`config.mk`:
```
export PLATFORM = sky130hd
export DESIGN_NAME = osfr_core
export DESIGN_NICKNAME = d
export VERILOG_FILES = /design/src/inc/osfr_pkg.sv /design/src/design/osfr_core.sv
export SDC_FILE = /design/constraint.sdc
export NUM_CORES = 1
export LEC_CHECK = 0
export ABC_AREA = 1
export BUFFER_PORTS_ARGS = -buffer_cell sky130_fd_sc_hd__buf_2
export CAP_MARGIN = 20
export CORE_MARGIN = 3
export CORE_UTILIZATION = 45
export DETAILED_ROUTE_END_ITERATION = 12
export PLACE_DENSITY = 0.75
export SLEW_MARGIN = 20
export SYNTH_ARGS = -nofsm -noshare
export SYNTH_HDL_FRONTEND = slang
export SYNTH_SLANG_ARGS = --single-unit
```
`constraint.sdc`:
```
create_clock -name core_clk -period 2.4 [get_ports core_clk]
set_input_delay 0.48 -clock core_clk [delete_from_list [all_inputs] [get_ports core_clk]]
set_output_delay 0.48 -clock core_clk [all_outputs]
set_load 0.01 [all_outputs]
```
`src/inc/osfr_pkg.sv`:
```
// Constants and types for the oscillator select and failure recovery block.
// Assumes one core clock at 20 MHz and oscillator clocks arriving as asynchronous levels.
package osfr_pkg;
	localparam int ADDR_W = 12;
	localparam logic [11:0] CTRL_ADDR = 12'hf86;
	localparam logic [11:0] STATUS_ADDR = 12'hf8f;
	localparam logic [7:0] KEY_FIRST = 8'he7;
	localparam logic [7:0] KEY_SECOND = 8'h18;
	localparam logic [7:0] CTRL_RESET = 8'ha0;
	localparam int STAT_SYS_FAIL_BIT = 0;
	localparam int STAT_WDT_FAIL_BIT = 1;
	localparam int STAT_STOPPED_BIT = 2;
	localparam logic [2:0] SEL_IPO_FAST = 3'h0;
	localparam logic [2:0] SEL_IPO_SLOW = 3'h1;
	localparam logic [2:0] SEL_CRYSTAL = 3'h2;
	localparam logic [2:0] SEL_WATCHDOG = 3'h3;
	localparam logic [2:0] SEL_EXTERNAL = 3'h4;
	localparam int SRC_IPO_FAST = 0;
	localparam int SRC_IPO_SLOW = 1;
	localparam int SRC_CRYSTAL = 2;
	localparam int SRC_WATCHDOG = 3;
	localparam int SRC_EXTERNAL = 4;
	localparam int NUM_SRC = 5;
	localparam int SYSCLK_FAIL_HZ = 1000;
	localparam int WDT_OSC_HZ = 10000;
	localparam int SYS_FAIL_WDT_TICKS = WDT_OSC_HZ / SYSCLK_FAIL_HZ;
	localparam int WDT_FAIL_CYCLES = 8004;

	typedef struct packed
	{
		logic precision_osc_enable;
		logic crystal_osc_enable;
		logic watchdog_osc_enable;
		logic sysclk_fail_detect_enable;
		logic watchdog_osc_fail_detect_enable;
		logic [2:0] system_clock_select;
	} osfr_ctl_t;

	typedef struct packed
	{
		logic [ADDR_W-1:0] addr;
		logic [7:0] wdata;
		logic wr;
		logic rd;
	} osfr_bus_t;

	typedef enum logic [2:0]
	{
		LOCK_IDLE = 3'b001,
		LOCK_KEY1 = 3'b010,
		LOCK_OPEN = 3'b100
	} osfr_lock_t;
endpackage

```
`src/design/osfr_core.sv`:
```
// Oscillator control register with unlock, source selection and failure recovery.
// Assumes the oscillator clocks and the external clock pin are asynchronous levels.
//
// Design decision made here: the address-and-strobe port.
`timescale 1ns/100ps
module osfr_core
#(
	parameter int WDT_FAIL_CYCLES = osfr_pkg::WDT_FAIL_CYCLES
)
(
	input wire logic core_clk,
	input wire logic rst,
	input wire osfr_pkg::osfr_bus_t bus,
	output logic [7:0] rdata,
	input wire logic ipo_fast_clk,
	input wire logic ipo_slow_clk,
	input wire logic crystal_clk,
	input wire logic watchdog_osc_clk,
	input wire logic external_clock_pin,
	input wire logic [1:0] crystal_drive_option,
	output logic precision_osc_enable,
	output logic crystal_osc_enable,
	output logic watchdog_osc_enable,
	output logic crystal_pin_override,
	output logic [1:0] crystal_drive_mode,
	output logic [2:0] system_clock_select,
	output logic sysclk_fail_event,
	output logic wdt_fail_event,
	output logic clock_stopped
);
	localparam int CNT_W = $clog2(WDT_FAIL_CYCLES + 1);
	localparam logic [CNT_W-1:0] WDT_LIMIT = CNT_W'(WDT_FAIL_CYCLES);
	localparam logic [3:0] SYS_LIMIT = 4'(osfr_pkg::SYS_FAIL_WDT_TICKS);

	osfr_pkg::osfr_ctl_t oscillator_control_register;
	osfr_pkg::osfr_lock_t lock_state;
	logic [osfr_pkg::NUM_SRC-1:0] osc_raw;
	logic [osfr_pkg::NUM_SRC-1:0] osc_meta;
	logic [osfr_pkg::NUM_SRC-1:0] osc_sync;
	logic [osfr_pkg::NUM_SRC-1:0] osc_prev;
	logic [osfr_pkg::NUM_SRC-1:0] osc_rise;
	logic ctrl_wr;
	logic sel_rise;
	logic wdt_rise;
	logic sys_detect_armed;
	logic sys_fail_hit;
	logic wdt_fail_hit;
	logic sysclk_failed;
	logic wdt_failed;
	logic [3:0] sys_tick_cnt;
	logic [CNT_W-1:0] wdt_wait_cnt;
	logic next_stopped;

	// Rising edge of the currently selected source
	function automatic logic sel_edge(input logic [2:0] sel,
		input logic [osfr_pkg::NUM_SRC-1:0] rise);
		logic hit;
		hit = 1'b0;
		case (sel)
			osfr_pkg::SEL_IPO_FAST: hit = rise[osfr_pkg::SRC_IPO_FAST];
			osfr_pkg::SEL_IPO_SLOW: hit = rise[osfr_pkg::SRC_IPO_SLOW];
			osfr_pkg::SEL_CRYSTAL: hit = rise[osfr_pkg::SRC_CRYSTAL];
			osfr_pkg::SEL_WATCHDOG: hit = rise[osfr_pkg::SRC_WATCHDOG];
			osfr_pkg::SEL_EXTERNAL: hit = rise[osfr_pkg::SRC_EXTERNAL];
			default: hit = 1'b0;
		endcase
		return hit;
	endfunction

	// Whether the selected source is switched on
	function automatic logic sel_enabled(input osfr_pkg::osfr_ctl_t c);
		logic on;
		on = 1'b0;
		case (c.system_clock_select)
			osfr_pkg::SEL_IPO_FAST: on = c.precision_osc_enable;
			osfr_pkg::SEL_IPO_SLOW: on = c.precision_osc_enable;
			osfr_pkg::SEL_CRYSTAL: on = c.crystal_osc_enable;
			osfr_pkg::SEL_WATCHDOG: on = c.watchdog_osc_enable;
			osfr_pkg::SEL_EXTERNAL: on = 1'b1;
			default: on = 1'b0;
		endcase
		return on;
	endfunction

	////////////////////////////////////////////////////////////////////////////////
	// Oscillator level synchronisers

	assign osc_raw = {external_clock_pin, watchdog_osc_clk, crystal_clk, ipo_slow_clk,
		ipo_fast_clk};

	genvar gi;
	generate
		for (gi = 0; gi < osfr_pkg::NUM_SRC; gi++)
		begin : g_sync
			always_ff @(posedge core_clk or posedge rst)
			begin
				if (rst)
				begin
					osc_meta[gi] <= 1'b0;
					osc_sync[gi] <= 1'b0;
					osc_prev[gi] <= 1'b0;
				end
				else
				begin
					osc_meta[gi] <= osc_raw[gi];
					osc_sync[gi] <= osc_meta[gi];
					osc_prev[gi] <= osc_sync[gi];
				end
			end
			assign osc_rise[gi] = osc_sync[gi] & ~osc_prev[gi];
		end
	endgenerate

	assign sel_rise = sel_edge(oscillator_control_register.system_clock_select, osc_rise);
	assign wdt_rise = osc_rise[osfr_pkg::SRC_WATCHDOG];

	////////////////////////////////////////////////////////////////////////////////
	// Unlock sequencer

	assign ctrl_wr = bus.wr && (bus.addr == osfr_pkg::CTRL_ADDR);

	always_ff @(posedge core_clk or posedge rst)
	begin
		if (rst)
			lock_state <= osfr_pkg::LOCK_IDLE;
		else if (ctrl_wr)
		begin
			// Only writes to this address move the sequence
			case (lock_state)
				osfr_pkg::LOCK_IDLE:
					if (bus.wdata == osfr_pkg::KEY_FIRST)
						lock_state <= osfr_pkg::LOCK_KEY1;
				osfr_pkg::LOCK_KEY1:
					if (bus.wdata == osfr_pkg::KEY_SECOND)
						lock_state <= osfr_pkg::LOCK_OPEN;
					else
						lock_state <= osfr_pkg::LOCK_IDLE;
				osfr_pkg::LOCK_OPEN:
					lock_state <= osfr_pkg::LOCK_IDLE;
				default:
					lock_state <= osfr_pkg::LOCK_IDLE;
			endcase
		end
	end

	////////////////////////////////////////////////////////////////////////////////
	// Control register and automatic switch-over

	always_ff @(posedge core_clk or posedge rst)
	begin
		if (rst)
			oscillator_control_register <= osfr_pkg::CTRL_RESET;
		else if (ctrl_wr && lock_state == osfr_pkg::LOCK_OPEN)
			oscillator_control_register <= bus.wdata;
		else if (sys_fail_hit)
			oscillator_control_register.system_clock_select <= osfr_pkg::SEL_WATCHDOG;
	end

	////////////////////////////////////////////////////////////////////////////////
	// Primary clock failure: count watchdog ticks between selected clock edges

	// Needs the watchdog oscillator running and healthy
	assign sys_detect_armed = oscillator_control_register.sysclk_fail_detect_enable &&
		oscillator_control_register.watchdog_osc_enable && !wdt_failed;
	assign sys_fail_hit = sys_detect_armed && !sel_rise && wdt_rise &&
		(sys_tick_cnt == SYS_LIMIT - 4'h1);

	always_ff @(posedge core_clk or posedge rst)
	begin
		if (rst)
			sys_tick_cnt <= 4'h0;
		else if (!sys_detect_armed || sel_rise || sys_fail_hit)
			sys_tick_cnt <= 4'h0;
		else if (wdt_rise)
			sys_tick_cnt <= sys_tick_cnt + 4'h1;
	end

	always_ff @(posedge core_clk or posedge rst)
	begin
		if (rst)
		begin
			sysclk_failed <= 1'b0;
			sysclk_fail_event <= 1'b0;
		end
		else
		begin
			sysclk_fail_event <= sys_fail_hit;
			if (sys_fail_hit)
				sysclk_failed <= 1'b1;
		end
	end

	////////////////////////////////////////////////////////////////////////////////
	// Watchdog oscillator failure: count core clocks between watchdog edges

	assign wdt_fail_hit = oscillator_control_register.watchdog_osc_fail_detect_enable &&
		!wdt_failed && !wdt_rise && (wdt_wait_cnt == WDT_LIMIT - CNT_W'(1));

	always_ff @(posedge core_clk or posedge rst)
	begin
		if (rst)
			wdt_wait_cnt <= '0;
		else if (!oscillator_control_register.watchdog_osc_fail_detect_enable || wdt_rise
			|| wdt_fail_hit)
			wdt_wait_cnt <= '0;
		else if (!wdt_failed)
			wdt_wait_cnt <= wdt_wait_cnt + CNT_W'(1);
	end

	always_ff @(posedge core_clk or posedge rst)
	begin
		if (rst)
		begin
			wdt_failed <= 1'b0;
			wdt_fail_event <= 1'b0;
		end
		else
		begin
			// Event only; the select is left alone
			wdt_fail_event <= wdt_fail_hit;
			if (wdt_fail_hit)
				wdt_failed <= 1'b1;
		end
	end

	////////////////////////////////////////////////////////////////////////////////
	// Stopped device: selected source off and no recovery path

	assign next_stopped = clock_stopped ||
		(!sel_enabled(oscillator_control_register) && !sys_detect_armed);

	always_ff @(posedge core_clk or posedge rst)
	begin
		if (rst)
			clock_stopped <= 1'b0;
		else
			clock_stopped <= next_stopped;
	end

	////////////////////////////////////////////////////////////////////////////////
	// Oscillator enables and selection outputs

	always_ff @(posedge core_clk or posedge rst)
	begin
		if (rst)
		begin
			precision_osc_enable <= 1'b0;
			crystal_osc_enable <= 1'b0;
			watchdog_osc_enable <= 1'b0;
			crystal_pin_override <= 1'b0;
			system_clock_select <= 3'h0;
			crystal_drive_mode <= 2'h0;
		end
		else
		begin
			precision_osc_enable <= oscillator_control_register.precision_osc_enable;
			crystal_osc_enable <= oscillator_control_register.crystal_osc_enable;
			crystal_pin_override <= oscillator_control_register.crystal_osc_enable;
			watchdog_osc_enable <= oscillator_control_register.watchdog_osc_enable;
			// Selected source drives the system clock undivided
			system_clock_select <= oscillator_control_register.system_clock_select;
			crystal_drive_mode <= crystal_drive_option;
		end
	end

	////////////////////////////////////////////////////////////////////////////////
	// Read port

	always_ff @(posedge core_clk or posedge rst)
	begin
		if (rst)
			rdata <= 8'h00;
		else if (bus.rd && bus.addr == osfr_pkg::CTRL_ADDR)
			rdata <= oscillator_control_register;
		else if (bus.rd && bus.addr == osfr_pkg::STATUS_ADDR)
		begin
			rdata <= 8'h00;
			rdata[osfr_pkg::STAT_SYS_FAIL_BIT] <= sysclk_failed;
			rdata[osfr_pkg::STAT_WDT_FAIL_BIT] <= wdt_failed;
			rdata[osfr_pkg::STAT_STOPPED_BIT] <= clock_stopped;
		end
		else
			rdata <= 8'h00;
	end
endmodule

```
==> results of run 1 <==
==> state kept, by name (all words and copies together) (netlist names) <==
register	flops
oscillator_control_register	8
osc_sync	5
rdata	8
sys_tick_cnt	4
osc_meta	5
sysclk_failed	1
wdt_fail_event	1
crystal_pin_override	1
wdt_failed	1
system_clock_select	3
crystal_drive_mode	2
wdt_wait_cnt	13
osc_prev	5
lock_state	3
sysclk_fail_event	1
watchdog_osc_enable	1
precision_osc_enable	1
clock_stopped	1
==> power by group <==
part	total [uW]	switching, uW	internal (uW)
Combinational	70.1	43.0	27.1
Sequential	1100	5.75	1090
Clock	815	411	403
==> cells by family (layout without fill, tap and decap cells) <==
kind of cell    count (synthesis)  after routing  share of synthesized area (%)
compound gates                 24             24                          5.209
xor+xnor                        6              6                          1.971
fa+ha+maj                       3              3                          1.408
buf+inv                        45            109                          6.898
flops                          64             64                          60.21
simple gates                  141            141                          24.31
==> cell usage after synthesis <==
cell type,count,share of area [%]
sky130_fd_sc_hd__a21boi_0,1,0.28
sky130_fd_sc_hd__a21oi_1,7,1.3
sky130_fd_sc_hd__a31oi_1,1,0.23
sky130_fd_sc_hd__and3_2,1,0.28
sky130_fd_sc_hd__buf_2,1,0.19
sky130_fd_sc_hd__buf_4,1,0.28
sky130_fd_sc_hd__buf_6,1,0.42
sky130_fd_sc_hd__dfrtp_1,61,57
sky130_fd_sc_hd__dfstp_2,3,3.0
sky130_fd_sc_hd__ha_1,3,1.4
sky130_fd_sc_hd__inv_1,41,5.8
sky130_fd_sc_hd__inv_4,1,0.23
sky130_fd_sc_hd__nand2_1,47,6.6
sky130_fd_sc_hd__nand2_4,2,0.84
sky130_fd_sc_hd__nand3_1,21,3.9
sky130_fd_sc_hd__nand3b_1,1,0.28
sky130_fd_sc_hd__nand4_1,5,1.2
sky130_fd_sc_hd__nand4_2,2,0.94
sky130_fd_sc_hd__nor2_1,42,5.9
sky130_fd_sc_hd__nor2_2,5,1.2
sky130_fd_sc_hd__nor3_1,9,1.7
sky130_fd_sc_hd__nor3b_1,1,0.28
sky130_fd_sc_hd__nor4_1,1,0.23
sky130_fd_sc_hd__o2111ai_1,2,0.66
sky130_fd_sc_hd__o21ai_0,7,1.3
sky130_fd_sc_hd__o21ai_1,2,0.38
sky130_fd_sc_hd__o21ai_2,1,0.33
sky130_fd_sc_hd__o22ai_1,3,0.70
sky130_fd_sc_hd__or2_0,2,0.47
sky130_fd_sc_hd__or2_1,1,0.23
sky130_fd_sc_hd__or2_2,1,0.23
sky130_fd_sc_hd__xnor2_1,2,0.66
sky130_fd_sc_hd__xor2_1,4,1.3
==> metrics by stage <==
| step | hold slack [ps] | setup slack [ps] | area, sq um |
|---|---|---|---|
| 2_1_floorplan | 331.2 | 326.9 | 2666 |
| 3_3_place_gp | 331.8 | 630.5 | 3003 |
| 3_5_place_dp | 335.6 | 571.8 | 3003 |
| 4_1_cts | 221.1 | 775.2 | 3186 |
| 5_1_grt | 214.2 | 591.6 | 3186 |
| 6_report | 216.6 | 751.5 | 3186 |
==> critical path, cell delays in order (launching register included) <==
cell and delay [ps]:
sky130_fd_sc_hd__dfrtp_1 420, sky130_fd_sc_hd__nor3_1 320, sky130_fd_sc_hd__nand4_2 370, sky130_fd_sc_hd__or2_0 330
sky130_fd_sc_hd__nand2_1 70, sky130_fd_sc_hd__inv_1 30
==> metal layers <==
layer,routed length [microns],GRT usage (%),vias up,part of all wire (%)
met2,2258,24.56,57,45
met5,0,0,-,0
li1,-,-,1023,-
met4,80,7.578,0,1.6
met1,2397,22.06,928,47
met3,326,5.853,8,6.4
==> cell type report <==
type	count	area share [%]
tap	72	2.828
clock buffer	10	4.320
sequential	64	50.39
timing repair buffer	51	8.484
inverter	42	5.027
clock inverter	6	1.414
multi-input combinational	174	27.53
==> worst min-delay path by stage <==
| stage | endpoint | from | slack, ps | depth (start not counted) |
|---|---|---|---|---|
| 3_3_place_gp | osc_sync[4]$_DFF_PP0_ | osc_meta[4]$_DFF_PP0_ | 330 | 0 |
| 6_report | crystal_drive_mode[0]$_DFF_PP0_ | rst | 220 | 2 |
| 2_1_floorplan | osc_sync[0]$_DFF_PP0_ | osc_meta[0]$_DFF_PP0_ | 330 | 0 |
| 3_5_place_dp | osc_sync[4]$_DFF_PP0_ | osc_meta[4]$_DFF_PP0_ | 340 | 0 |
| 4_1_cts | crystal_drive_mode[0]$_DFF_PP0_ | rst | 220 | 2 |
| 5_1_grt | osc_meta[0]$_DFF_PP0_ | ipo_fast_clk | 210 | 1 |
==> results.txt, run 1 <==
For this design, the CTS-stage hold fixing added 0 buffers. Before antenna repair, the detailed router went through 4 iterations. The tools report the initial core utilization as 47.55%. The filler cells instantiated in the layout total 509.

Sequential cells were found to cover 60.21% of the synthesized design area. For the pin with the worst max-slew slack, the measured transition is 615.3 ps. The area of combinational cells with multiple inputs was 877.1 sq um; the largest net degree at the start of global routing was 36. STA classifies the critical path startpoint as a register. The final period demand of the worst path was 1648 ps; the I/O pin count was 51. The clock reaches the later pin of the worst-skew pair after 340 ps. The floorplan row count was 27.

Setup repair after global routing left no endpoint under its margin. The path class of the lowest-slack min-delay path was primary input to asynchronous set/reset pin. STA puts the critical path data arrival time at 1880 ps. The beginning of the worst register-to-register path is lock_state[1]$_DFFE_PP0P_.

The core region is 5608 sq um. Across the run, the number of max-cap violations was 0. In the synthesized netlist, the number of instances is 283.

The worst register-to-register path ends at oscillator_control_register[0]$_DFFE_PP0P_. The tools report the total count of max-transition violations in the final report as 0. At the worst endpoint, the required time is 2630 ps. After clock tree synthesis, the clock-pin slew on the worst setup and hold paths is 70 ps. The tools report the TritonCTS sink count as 64. The tools report the endpoint kind of the worst setup timing path as a register.

For this design the ratio of total power to cell area is 622.8 nW/um^2. Count of antenna-violating nets left after detailed routing: 0. From synthesis to final layout, the design area changed by 19.47%. Summing all flip-flop and latch instances after layout gives 1605 sq um. The flow ran to the end, and the final reports show no timing, DRC or antenna violations. Slack of the worst reg-to-reg path: 750 ps. The count of buffers added on input and output ports is 50.

In this run the static leakage power is 0.001588 uW. The overall global routing resource usage came out at 16.65%. When the netlist entered floorplanning its net count stood at 317. TritonCTS built the clock tree. The count of routing violations after the opening detailed-route iteration was 89; the synthesized area divided by synthesized cell count was 9.422 sq um.

Counting cells, the worst reg-to-reg path comes to 5. The post-cts repair resize count is 0, and the DRC violation count after routing is 0. The tools report the largest clock skew in the final design as 7.024 ps. The run gives 0 as the number of antenna violations at the first check in global routing.

The post-route total power is 1984 uW. Summed over all failing endpoints, the final setup total negative slack is 0 ps. In this run the clock root is driven by a sky130_fd_sc_hd__clkbuf_8. The maximum clock frequency is 0.6066 GHz.

In the finished design, the share of the clock period the worst path needs comes to 68.69%. The repair_antennas step left the layout with diodes totalling 0. Cells fill 56.81% of the core in the end.

Number of nets at the end of the flow: 376. The first global-routing pass estimated 9.114 mm of wire. In the layout the commonest cells are 61 x sky130_fd_sc_hd__dfrtp_1, 50 x sky130_fd_sc_hd__buf_2, 47 x sky130_fd_sc_hd__nand2_1, 42 x sky130_fd_sc_hd__nor2_1, 40 x sky130_fd_sc_hd__inv_1. The worst setup path is of the register to register kind. Across the VDD grid, the largest voltage drop is 0.0003188 V. The leading cell type in the layout, fill and taps excluded was sky130_fd_sc_hd__dfrtp_1. Tracing the worst setup path back leads to its startpoint at lock_state[1]$_DFFE_PP0P_.

In this run the horizontal extent of the chip is 82.98 microns. Synthesis inferred 64 register bits. The logs give 0 for the aggregate global routing overflow and 0 for the Yosys warning count.

The maximum buffer depth of the clock tree is 2, and the cell total after placement is 403. The routed layout has 2016 vias. Measured against its own limit, the worst slew margin works out to 58.92%. Dividing the detail-routed via count by the number of cells gives 4.811. Summed over all nets, the half-perimeter wirelength after detailed placement is 3.875 mm. Following the worst setup path forward leads to its endpoint at oscillator_control_register[0]$_DFFE_PP0P_.

Of all nets on the critical path, the largest fanout is 15. The number of standard cells in the layout, taps in and fillers out came out at 419. The y dimension of the die works out to 82.98 microns. The number of global-route vias before repair came out at 1999. The fraction of final layout cells sized beyond drive strength 1 was 24.21%. The final hold violation count came out at 0. The number of clock buffers added by TritonCTS is 9. The number of buffers added for setup after CTS was 0. The number of levels the H-tree was split into came out at 3.

In the final routed layout, each cell accounts on average for 12.08 microns. The logs give 0 for the number of setup violations in the final report and 6885 sq um for the die footprint. For the overall routed net length, the log shows 5.063 mm.

The congestion estimate from routability-driven global placement came to 0.8582. The synthesized netlist contains 33 unique library cells. The synthesized area was 2666 sq um.
Power figures use the tool's default switching activity.
==> run 2, diff against run 1 <==
- clock period: 2.4 -> 1.7 ns (I/O delays scaled with it)
==> run 2 against run 1 <==
Net effect:
- sequential share of layout area down 1.0 points
- non-clock buffer count grew 2
- highest routed layer unchanged
- routed wire length is 0.26% higher
- via count rose by 1.0%
- combinational power up 50%
- global-route usage is 0.081 points higher
- sequential power up 41%
- flip-flop and latch count unchanged
- critical endpoint is now oscillator_control_register[1]$_DFFE_PP0P_
- core utilization rose by 1.2 points
- critical path type unchanged
==> results.txt, run 2 (synthesis gave the netlist of run 1 again) <==
The run finished with clean final reports. Clock transition at the register clock pins on the worst setup and hold paths after CTS: 70 ps (about the same). Counting flops per register, the top entry is wdt_wait_cnt.

The tools report the global routing usage on met3 as 5.357% (-0.50 points). For the met2 routing resource usage after global routing, the log shows 25.36% (+0.80 points). The area growth from synthesis to layout is 21.96%. The standard cell core area is 5608 sq um (unchanged), and the overall global routing resource usage is 16.73% (+0.081 points). For the met1 layer usage reported by global route, the log shows 22.11% (+0.051 points). Critical path class: register to register. The maximum clock frequency was 0.6666 GHz (+9.9%); the final routed wire length divided by cell count was 12.06 microns (-0.22%).

The tools report the total clock buffers created by CTS as 9 (unchanged). The sum of negative setup slack is 0 ps (unchanged). The beginning of the worst register-to-register path is oscillator_control_register[5]$_DFFE_PP1P_. Leaving out fill and tap cells, the most frequent cell in the layout is sky130_fd_sc_hd__dfrtp_1. The detailed-route via count came out at 2037 (+1.0%). In the final layout, the registers with the most flip-flops are wdt_wait_cnt: 13 flops, oscillator_control_register: 8 flops, rdata: 8 flops.

The final antenna diode count came out at 0 (unchanged). TritonCTS built the clock tree. The post-cts repair resize count is 0 (unchanged).

The initial core utilization is 47.55% (unchanged). The number of iterations in the first detailed-routing pass is 4 (unchanged), and the arrival time at the worst endpoint is 1780 ps (-100 ps). The power per standard cell area works out to 944.8 nW/um^2 (+52%).

The worst setup path is launched from a register. The tools report the maximum resistive drop on vdd as 0.0005319 V (+67%). The run gives 3.4% (about the same) as the combinational share of power. The final period utilization was 88.25% (+20 points). The final period demand of the worst path was 1500 ps (-148.3 ps). In this run the worst setup path begins at oscillator_control_register[5]$_DFFE_PP1P_.

Setup repair after global routing left no endpoint under its margin. For the total of max-cap violations, the log shows 0 (unchanged). TritonCTS sink count: 64 (unchanged). The flip-flop count of the largest register after layout works out to 13 (unchanged).

The run gives 0 (unchanged) as the count of antenna-violating nets left after detailed routing. DRC violation count after routing: 0 (unchanged). The measured slew at the worst slew-check pin is 409.3 ps (-205.9 ps). The logs give 51 (unchanged) for the I/O pin count and 0 (unchanged) for the number of antenna violations at the first check in global routing. The tools report the largest clock skew in the final design as 9.131 ps (+2.107 ps). The global-route wire length before repair is 9.335 mm (+2.4%), and the number of buffers added for setup after CTS is 0 (unchanged). The run gives 46.1% (+5.0 points) as the share of power burned in the clock network. After global routing, the most crowded layer is met2.

The run gives 0 (unchanged) as the final hold violation count. For the required time of the critical path, the log shows 1980 ps (-650 ps). The overall routed net length came out at 5.076 mm (+0.26%). The floorplan row count is 27 (unchanged), and the largest net degree at the start of global routing is 40 (+11%). The run gives 378 (+0.53%) as the number of nets at the end of the flow. The number of setup violations in the final report was 0 (unchanged); the die footprint was 6885 sq um (unchanged).

The largest fanout on the critical path came out at 5 (-10). The number of global-route vias before repair was 2026 (+1.4%); the number of I/O port buffers was 50 (unchanged). Proportion of power drawn by flip-flops and latches: 50.5% (-4.9 points). The static leakage power came out at 0.001619 uW (+1.9%). The logs give 2 (unchanged) for the maximum buffer depth of the clock tree and 72.69% (+14 points) for the worst slew margin relative to its limit.

The tools report the number of levels the H-tree was split into as 3 (unchanged). The switching share of total power is 21.54% (-1.7 points), and the design internal power is 2411 uW (+58%). The tools report the aggregate global routing overflow as 0 (unchanged).

Leaving out fill and tap cells, the most frequent cells in the layout are 61 x sky130_fd_sc_hd__dfrtp_1, 50 x sky130_fd_sc_hd__buf_2, 47 x sky130_fd_sc_hd__nand2_1, 42 x sky130_fd_sc_hd__nor2_1, 40 x sky130_fd_sc_hd__inv_1. The clock latency of the later-clocked register in the worst-skew pair was 340 ps (about the same); the total count of max-transition violations in the final report was 0 (unchanged). The y dimension of the die works out to 82.98 microns (unchanged). The endpoint kind of the worst setup timing path is a register. The path class of the lowest-slack min-delay path was primary input to asynchronous set/reset pin. The width of the die was 82.98 microns (unchanged).

Count of hold-fix buffers inserted at cts: 0 (unchanged). The tools report the net switching component of the power as 661.7 uW (+44%). The count of routing violations after the opening detailed-route iteration came out at 152 (+71%).

The detailed placement HPWL is 3.850 mm (-0.64%). The via count normalized by instance count works out to 4.838 (+0.56%). The run gives 0.8696 (+1.3%) as the final weighted congestion in routability-driven placement. The root buffer cell chosen for the clock tree is sky130_fd_sc_hd__clkbuf_8. The worst-case hold slack is 50.53 ps (-166.1 ps), and the fraction of final layout cells sized beyond drive strength 1 is 24.64% (+0.43 points).
## run 2: cell count changes in the layout (fill, tap and decap cells not counted), sizes merged
cell,before,now
clkbuf,10,9
clkinv,3,2
bufinv,0,2
buf,51,53
## run 2: final cells by class
cell class	instances	area, sq um
Multi-Input combinational cell	174	877.1
Clock inverter	7	93.84
Clock buffer	9	123.9
Timing Repair Buffer	53	297.8
Fill cell	506	2356
Tap cell	72	90.09
Inverter	42	163.9
Sequential cell	64	1605
## run 2: power by group through the flow
stage,clock network [uW],logic (uW),registers [uW]
2_1_floorplan,0,41.4,1580
3_3_place_gp,0,106,1580
3_5_place_dp,0,109,1580
4_1_cts,1450,109,1550
5_1_grt,1530,122,1550
6_report,1420,105,1550
## run 2: stage by stage
stage / utilization [%] / setup WS (ps) / power (uW) / instance area, sq um / instances
3_3_place_gp: 54.11 / 193.1 / 1685 / 3034 / 405
5_1_grt: 57.99 / 29.16 / 3209 / 3252 / 421
6_report: 57.99 / 199.8 / 3072 / 3252 / 421
4_1_cts: 57.99 / 197.3 / 3111 / 3252 / 421
3_5_place_dp: 54.11 / 146.0 / 1690 / 3034 / 405
2_1_floorplan: - / 367.0 / 1621 / 2670 / 283
## run 2: critical path: stages, from the launching register on
cell and delay, ps:
sky130_fd_sc_hd__dfstp_2 540, sky130_fd_sc_hd__inv_1 70, sky130_fd_sc_hd__nor3_1 280, sky130_fd_sc_hd__nand4_1 290, sky130_fd_sc_hd__nand3_1 160, sky130_fd_sc_hd__nand2_1 60, sky130_fd_sc_hd__inv_1 50
## run 2: per-layer routing
metal / routed length, microns / vias to the layer above
met4: 91 / 0
met3: 324 / 9
met1: 2341 / 945
li1: - / 1021
met2: 2318 / 62
met5: 0 / -
## run 2: worst paths after layout
| check | endpoint | slack [ps] | depth (start not counted) |
|---|---|---|---|
| setup / recovery | oscillator_control_register[1]$_DFFE_PP0P_ | 200 | 6 |
| hold / removal | crystal_drive_mode[0]$_DFF_PP0_ | 50 | 3 |
| setup reg to reg | oscillator_control_register[1]$_DFFE_PP0P_ | 200 | 6 |
| hold reg to reg | osc_sync[2]$_DFF_PP0_ | 350 | 0 |
| max in group asynchronous | lock_state[0]$_DFFE_PP1P_ | 1370 | 3 |
| min in group core_clk | osc_meta[0]$_DFF_PP0_ | 100 | 1 |
==> run 3, diff against run 2 <==
--- a/config.mk
+++ b/config.mk
@@ -10,6 +10,8 @@
 export CAP_MARGIN = 20
+export CELL_PAD_IN_SITES_DETAIL_PLACEMENT = 1
+export CELL_PAD_IN_SITES_GLOBAL_PLACEMENT = 2
 export CORE_MARGIN = 3
-export CORE_UTILIZATION = 45
+export CORE_UTILIZATION = 33
 export DETAILED_ROUTE_END_ITERATION = 12
-export PLACE_DENSITY = 0.75
+export PLACE_DENSITY = 0.86
 export SLEW_MARGIN = 20
==> constraint.sdc (replaced) <==
create_clock -name core_clk -period 1.7 [get_ports core_clk]
set_input_delay 0.17 -clock core_clk [delete_from_list [all_inputs] [get_ports core_clk]]
set_output_delay 0.17 -clock core_clk [all_outputs]
set_load 0.01 [all_outputs]
==> run 3 against run 2 <==
Net effect:
- sequential share of layout area decreased by 1.5 points
- register-to-register slack about the same
- critical path depth increased by 1
- clock-buffer cell count unchanged
- first-iteration DRC count decreased by 70%
- combinational power increased by 13%
- clock skew decreased by 0.60 ps
- die area increased by 34%
- via count increased by 3.9%
- cell count increased by 9.5%
- clock power decreased by 9.9%
==> results.txt, run 3 (synthesis gave the netlist of run 1 again) <==
The flow ran to the end, and the final reports show no timing, DRC or antenna violations. The sum of negative setup slack was 0 ps (unchanged); the number of setup violations in the final report was 0 (unchanged). The library cell used most frequently in the layout, excluding fill and tap cells, is sky130_fd_sc_hd__dfrtp_1. The arrival time at the worst endpoint came out at 1770 ps (about the same). The flip-flop count of the largest register after layout was 13 (unchanged).

The logs give 0.001651 uW (+2.0%) for the static leakage power and 4.845 mm (+26%) for the detailed placement HPWL. The logs give 64 (unchanged) for the TritonCTS sink count and 6 (+2) for the number of iterations in the first detailed-routing pass. wdt_wait_cnt holds more flip-flops than any other register.

The run gives 388 (+2.6%) as the number of nets at the end of the flow. The maximum resistive drop on vdd is 0.0003356 V (-37%). Amount of wire on met2 after detailed routing: 3.203 mm (+38%). The run gives 2.690 mm (+15%) as the wire length on met1.

The area of combinational cells with multiple inputs is 882.1 sq um (+0.57%), and the fraction of final layout cells sized beyond drive strength 1 is 24.79% (+0.15 points). The tree is rooted in a sky130_fd_sc_hd__clkbuf_8. For the count of filler cells inserted in the layout, the log shows 944 (+87%). STA classifies the critical path endpoint as a register.

The clock transition at the register clock pins on the worst setup and hold paths after CTS was 70 ps (about the same). Via count normalized by instance count: 4.592 (-5.1%). The tools report the aggregate global routing overflow as 0 (unchanged). The critical path startpoint category was a register. Routed signal wires occupy layers up through met4. The total of max-cap violations came out at 0 (unchanged).

The post-route total power was 2952 uW (-3.9%). The largest registers in the layout are wdt_wait_cnt: 13 flops, oscillator_control_register: 8 flops, rdata: 8 flops. Walking the worst path, the cells encountered are ha_1 -> inv_1 -> nor2_1 -> nand3_1 -> nor2_2 -> nand2_1 -> a21oi_1. For the initial core utilization, the log shows 34.33% (-13 points). TritonCTS built the clock tree. The logs give 2117 (+3.9%) for the detailed-route via count and 0 (unchanged) for the number of antenna violations at the first check in global routing.

The placed standard-cell area was 3067 sq um (+1.1%); the total clock buffers created by CTS was 9 (unchanged). The clock latency of the later-clocked register in the worst-skew pair came out at 340 ps (about the same). The tools report the final hold violation count as 0 (unchanged).

For the sequential cell area in the final layout, the log shows 1605 sq um (unchanged). The logs give 15.53% (-1.2 points) for the overall global routing resource usage and 3 (unchanged) for the number of levels the H-tree was split into. For the I/O pin count, the log shows 51 (unchanged).

The final period demand of the worst path was 1505 ps (+4.353 ps); the DRC violation count after routing was 0 (unchanged). The final period utilization was 88.50% (+0.26 points). The tightest min-delay check is of the primary input to register type.

The power per standard cell area was 879.7 nW/um^2 (-6.9%). The tools report the total count of max-transition violations in the final report as 0 (unchanged). The width of the die was 95.89 microns (+16%); the maximum buffer depth of the clock tree was 2 (unchanged).

The largest fanout on the critical path came out at 3 (-2). Largest net degree at the start of global routing: 25 (-38%). The setup path with the least slack is of type register to register.

Start point of the worst hold path: bus[7]. The maximum clock frequency came out at 0.6647 GHz (-0.29%). The cell with the largest stage delay on the worst path is sky130_fd_sc_hd__dfrtp_1. The run gives 46 (-70%) as the count of routing violations after the opening detailed-route iteration. The y dimension of the die came out at 95.89 microns (+16%). For the count of antenna-violating nets left after detailed routing, the log shows 0 (unchanged). The required time of the critical path is 1960 ps (-20 ps), and the instance count along the most critical hold path is 3.

The logs give 200 ps (about the same) for the slack of the worst reg-to-reg path and 10.82 mm (+16%) for the global-route wire length before repair. The capture instance of the worst register-to-register path is wdt_wait_cnt[10]$_DFFE_PP0P_. The tools report the final weighted congestion in routability-driven placement as 0.8579 (-1.3%). The final routed wire length divided by cell count works out to 13.52 microns (+12%). The die footprint came out at 9194 sq um (+34%). The measured slew at the worst slew-check pin works out to 424.3 ps (+15.03 ps).

The tools report the routed length on met3 as 241 microns (-26%). Beginning of the worst register-to-register path: wdt_wait_cnt[0]$_DFFE_PP0P_. The worst slew margin relative to its limit is 71.63% (-1.1 points), and the floorplan row count is 32 (+19%). The logic depth of the worst register-to-register path was 7 (+1); the largest incremental delay on the critical path was 390 ps (-150 ps).

The worst-case hold slack came out at 101.3 ps (+50.74 ps). Setup repair after global routing left no endpoint under its margin. The overall routed net length is 6.234 mm (+23%). The largest clock skew in the final design is 8.531 ps (-0.6005 ps). The path with the worst hold slack has its endpoint at oscillator_control_register[5]$_DFFE_PP1P_. The number of global-route vias before repair is 2344 (+16%).

The final antenna diode count was 0 (unchanged). Relative to the synthesized area, the layout overhead comes to 25.86%. The number of I/O port buffers is 50 (unchanged), and the standard cell core area is 7767 sq um (+39%).

The library cells used most frequently in the layout, excluding fill and tap cells, are 61 x sky130_fd_sc_hd__dfrtp_1, 50 x sky130_fd_sc_hd__buf_2, 47 x sky130_fd_sc_hd__nand2_1, 42 x sky130_fd_sc_hd__nor2_1, 40 x sky130_fd_sc_hd__inv_1. For the post-layout instance area, the log shows 3356 sq um (+3.2%).
[run 3: stage by stage]
stage	utilization (%)	instances	setup WS [ps]
floorplan	-	283	367.0
global route	43.20	461	37.69
detailed placement	39.48	436	115.8
finish	43.20	461	195.5
global placement	39.48	436	188.3
CTS	43.04	460	106.5
[run 3: critical path, delay by kind of cell (launching register included)]
kind,cells,cell delay [ps]
compound gates,1,150
flops,1,390
buf+inv,1,70
fa+ha+maj,1,180
simple gates,4,650
[run 3: cell type report]
cell class | instances | area share, %
clock inverter | 7 | 2.163
multi-input combinational | 174 | 26.29
tap | 102 | 3.803
inverter | 42 | 4.884
sequential | 64 | 47.84
clock buffer | 9 | 3.691
timing repair buffer | 63 | 11.33
[run 3: per-layer routing]
layer,vias to the layer above,GRT usage [%]
met2,43,26.98
met4,0,4.621
li1,1039,-
met5,-,0
met3,7,4.926
met1,1028,18.31
[run 3: worst max path at each step]
stage | cells after the start | from | slack (ps) | to
5_1_grt | 7 | wdt_wait_cnt[1]$_DFFE_PP0P_ | 40 | wdt_wait_cnt[10]$_DFFE_PP0P_
4_1_cts | 6 | oscillator_control_register[5]$_DFFE_PP1P_ | 110 | oscillator_control_register[0]$_DFFE_PP0P_
2_1_floorplan | 8 | wdt_wait_cnt[0]$_DFFE_PP0P_ | 370 | wdt_wait_cnt[12]$_DFFE_PP0P_
3_5_place_dp | 6 | oscillator_control_register[5]$_DFFE_PP1P_ | 120 | oscillator_control_register[0]$_DFFE_PP0P_
3_3_place_gp | 5 | oscillator_control_register[5]$_DFFE_PP1P_ | 190 | oscillator_control_register[2]$_DFFE_PP0P_
6_report | 7 | wdt_wait_cnt[0]$_DFFE_PP0P_ | 200 | wdt_wait_cnt[10]$_DFFE_PP0P_
[run 3: repair_timing]
action / CTS / global route
hold endpoints to repair: 18 / 0
resized for setup: 0 / 1
buffers inserted: 0 / 1
hold buffers: 8 / 0
setup endpoints to repair: 0 / 8
[run 3: power by group]
| part | leakage [uW] | switching [uW] | total (uW) | internal (uW) |
|---|---|---|---|---|
| logic | 0.000764 | 65.7 | 119 | 53.4 |
| clock network | 0.0000952 | 607 | 1280 | 675 |
| registers | 0.000792 | 7.07 | 1550 | 1540 |
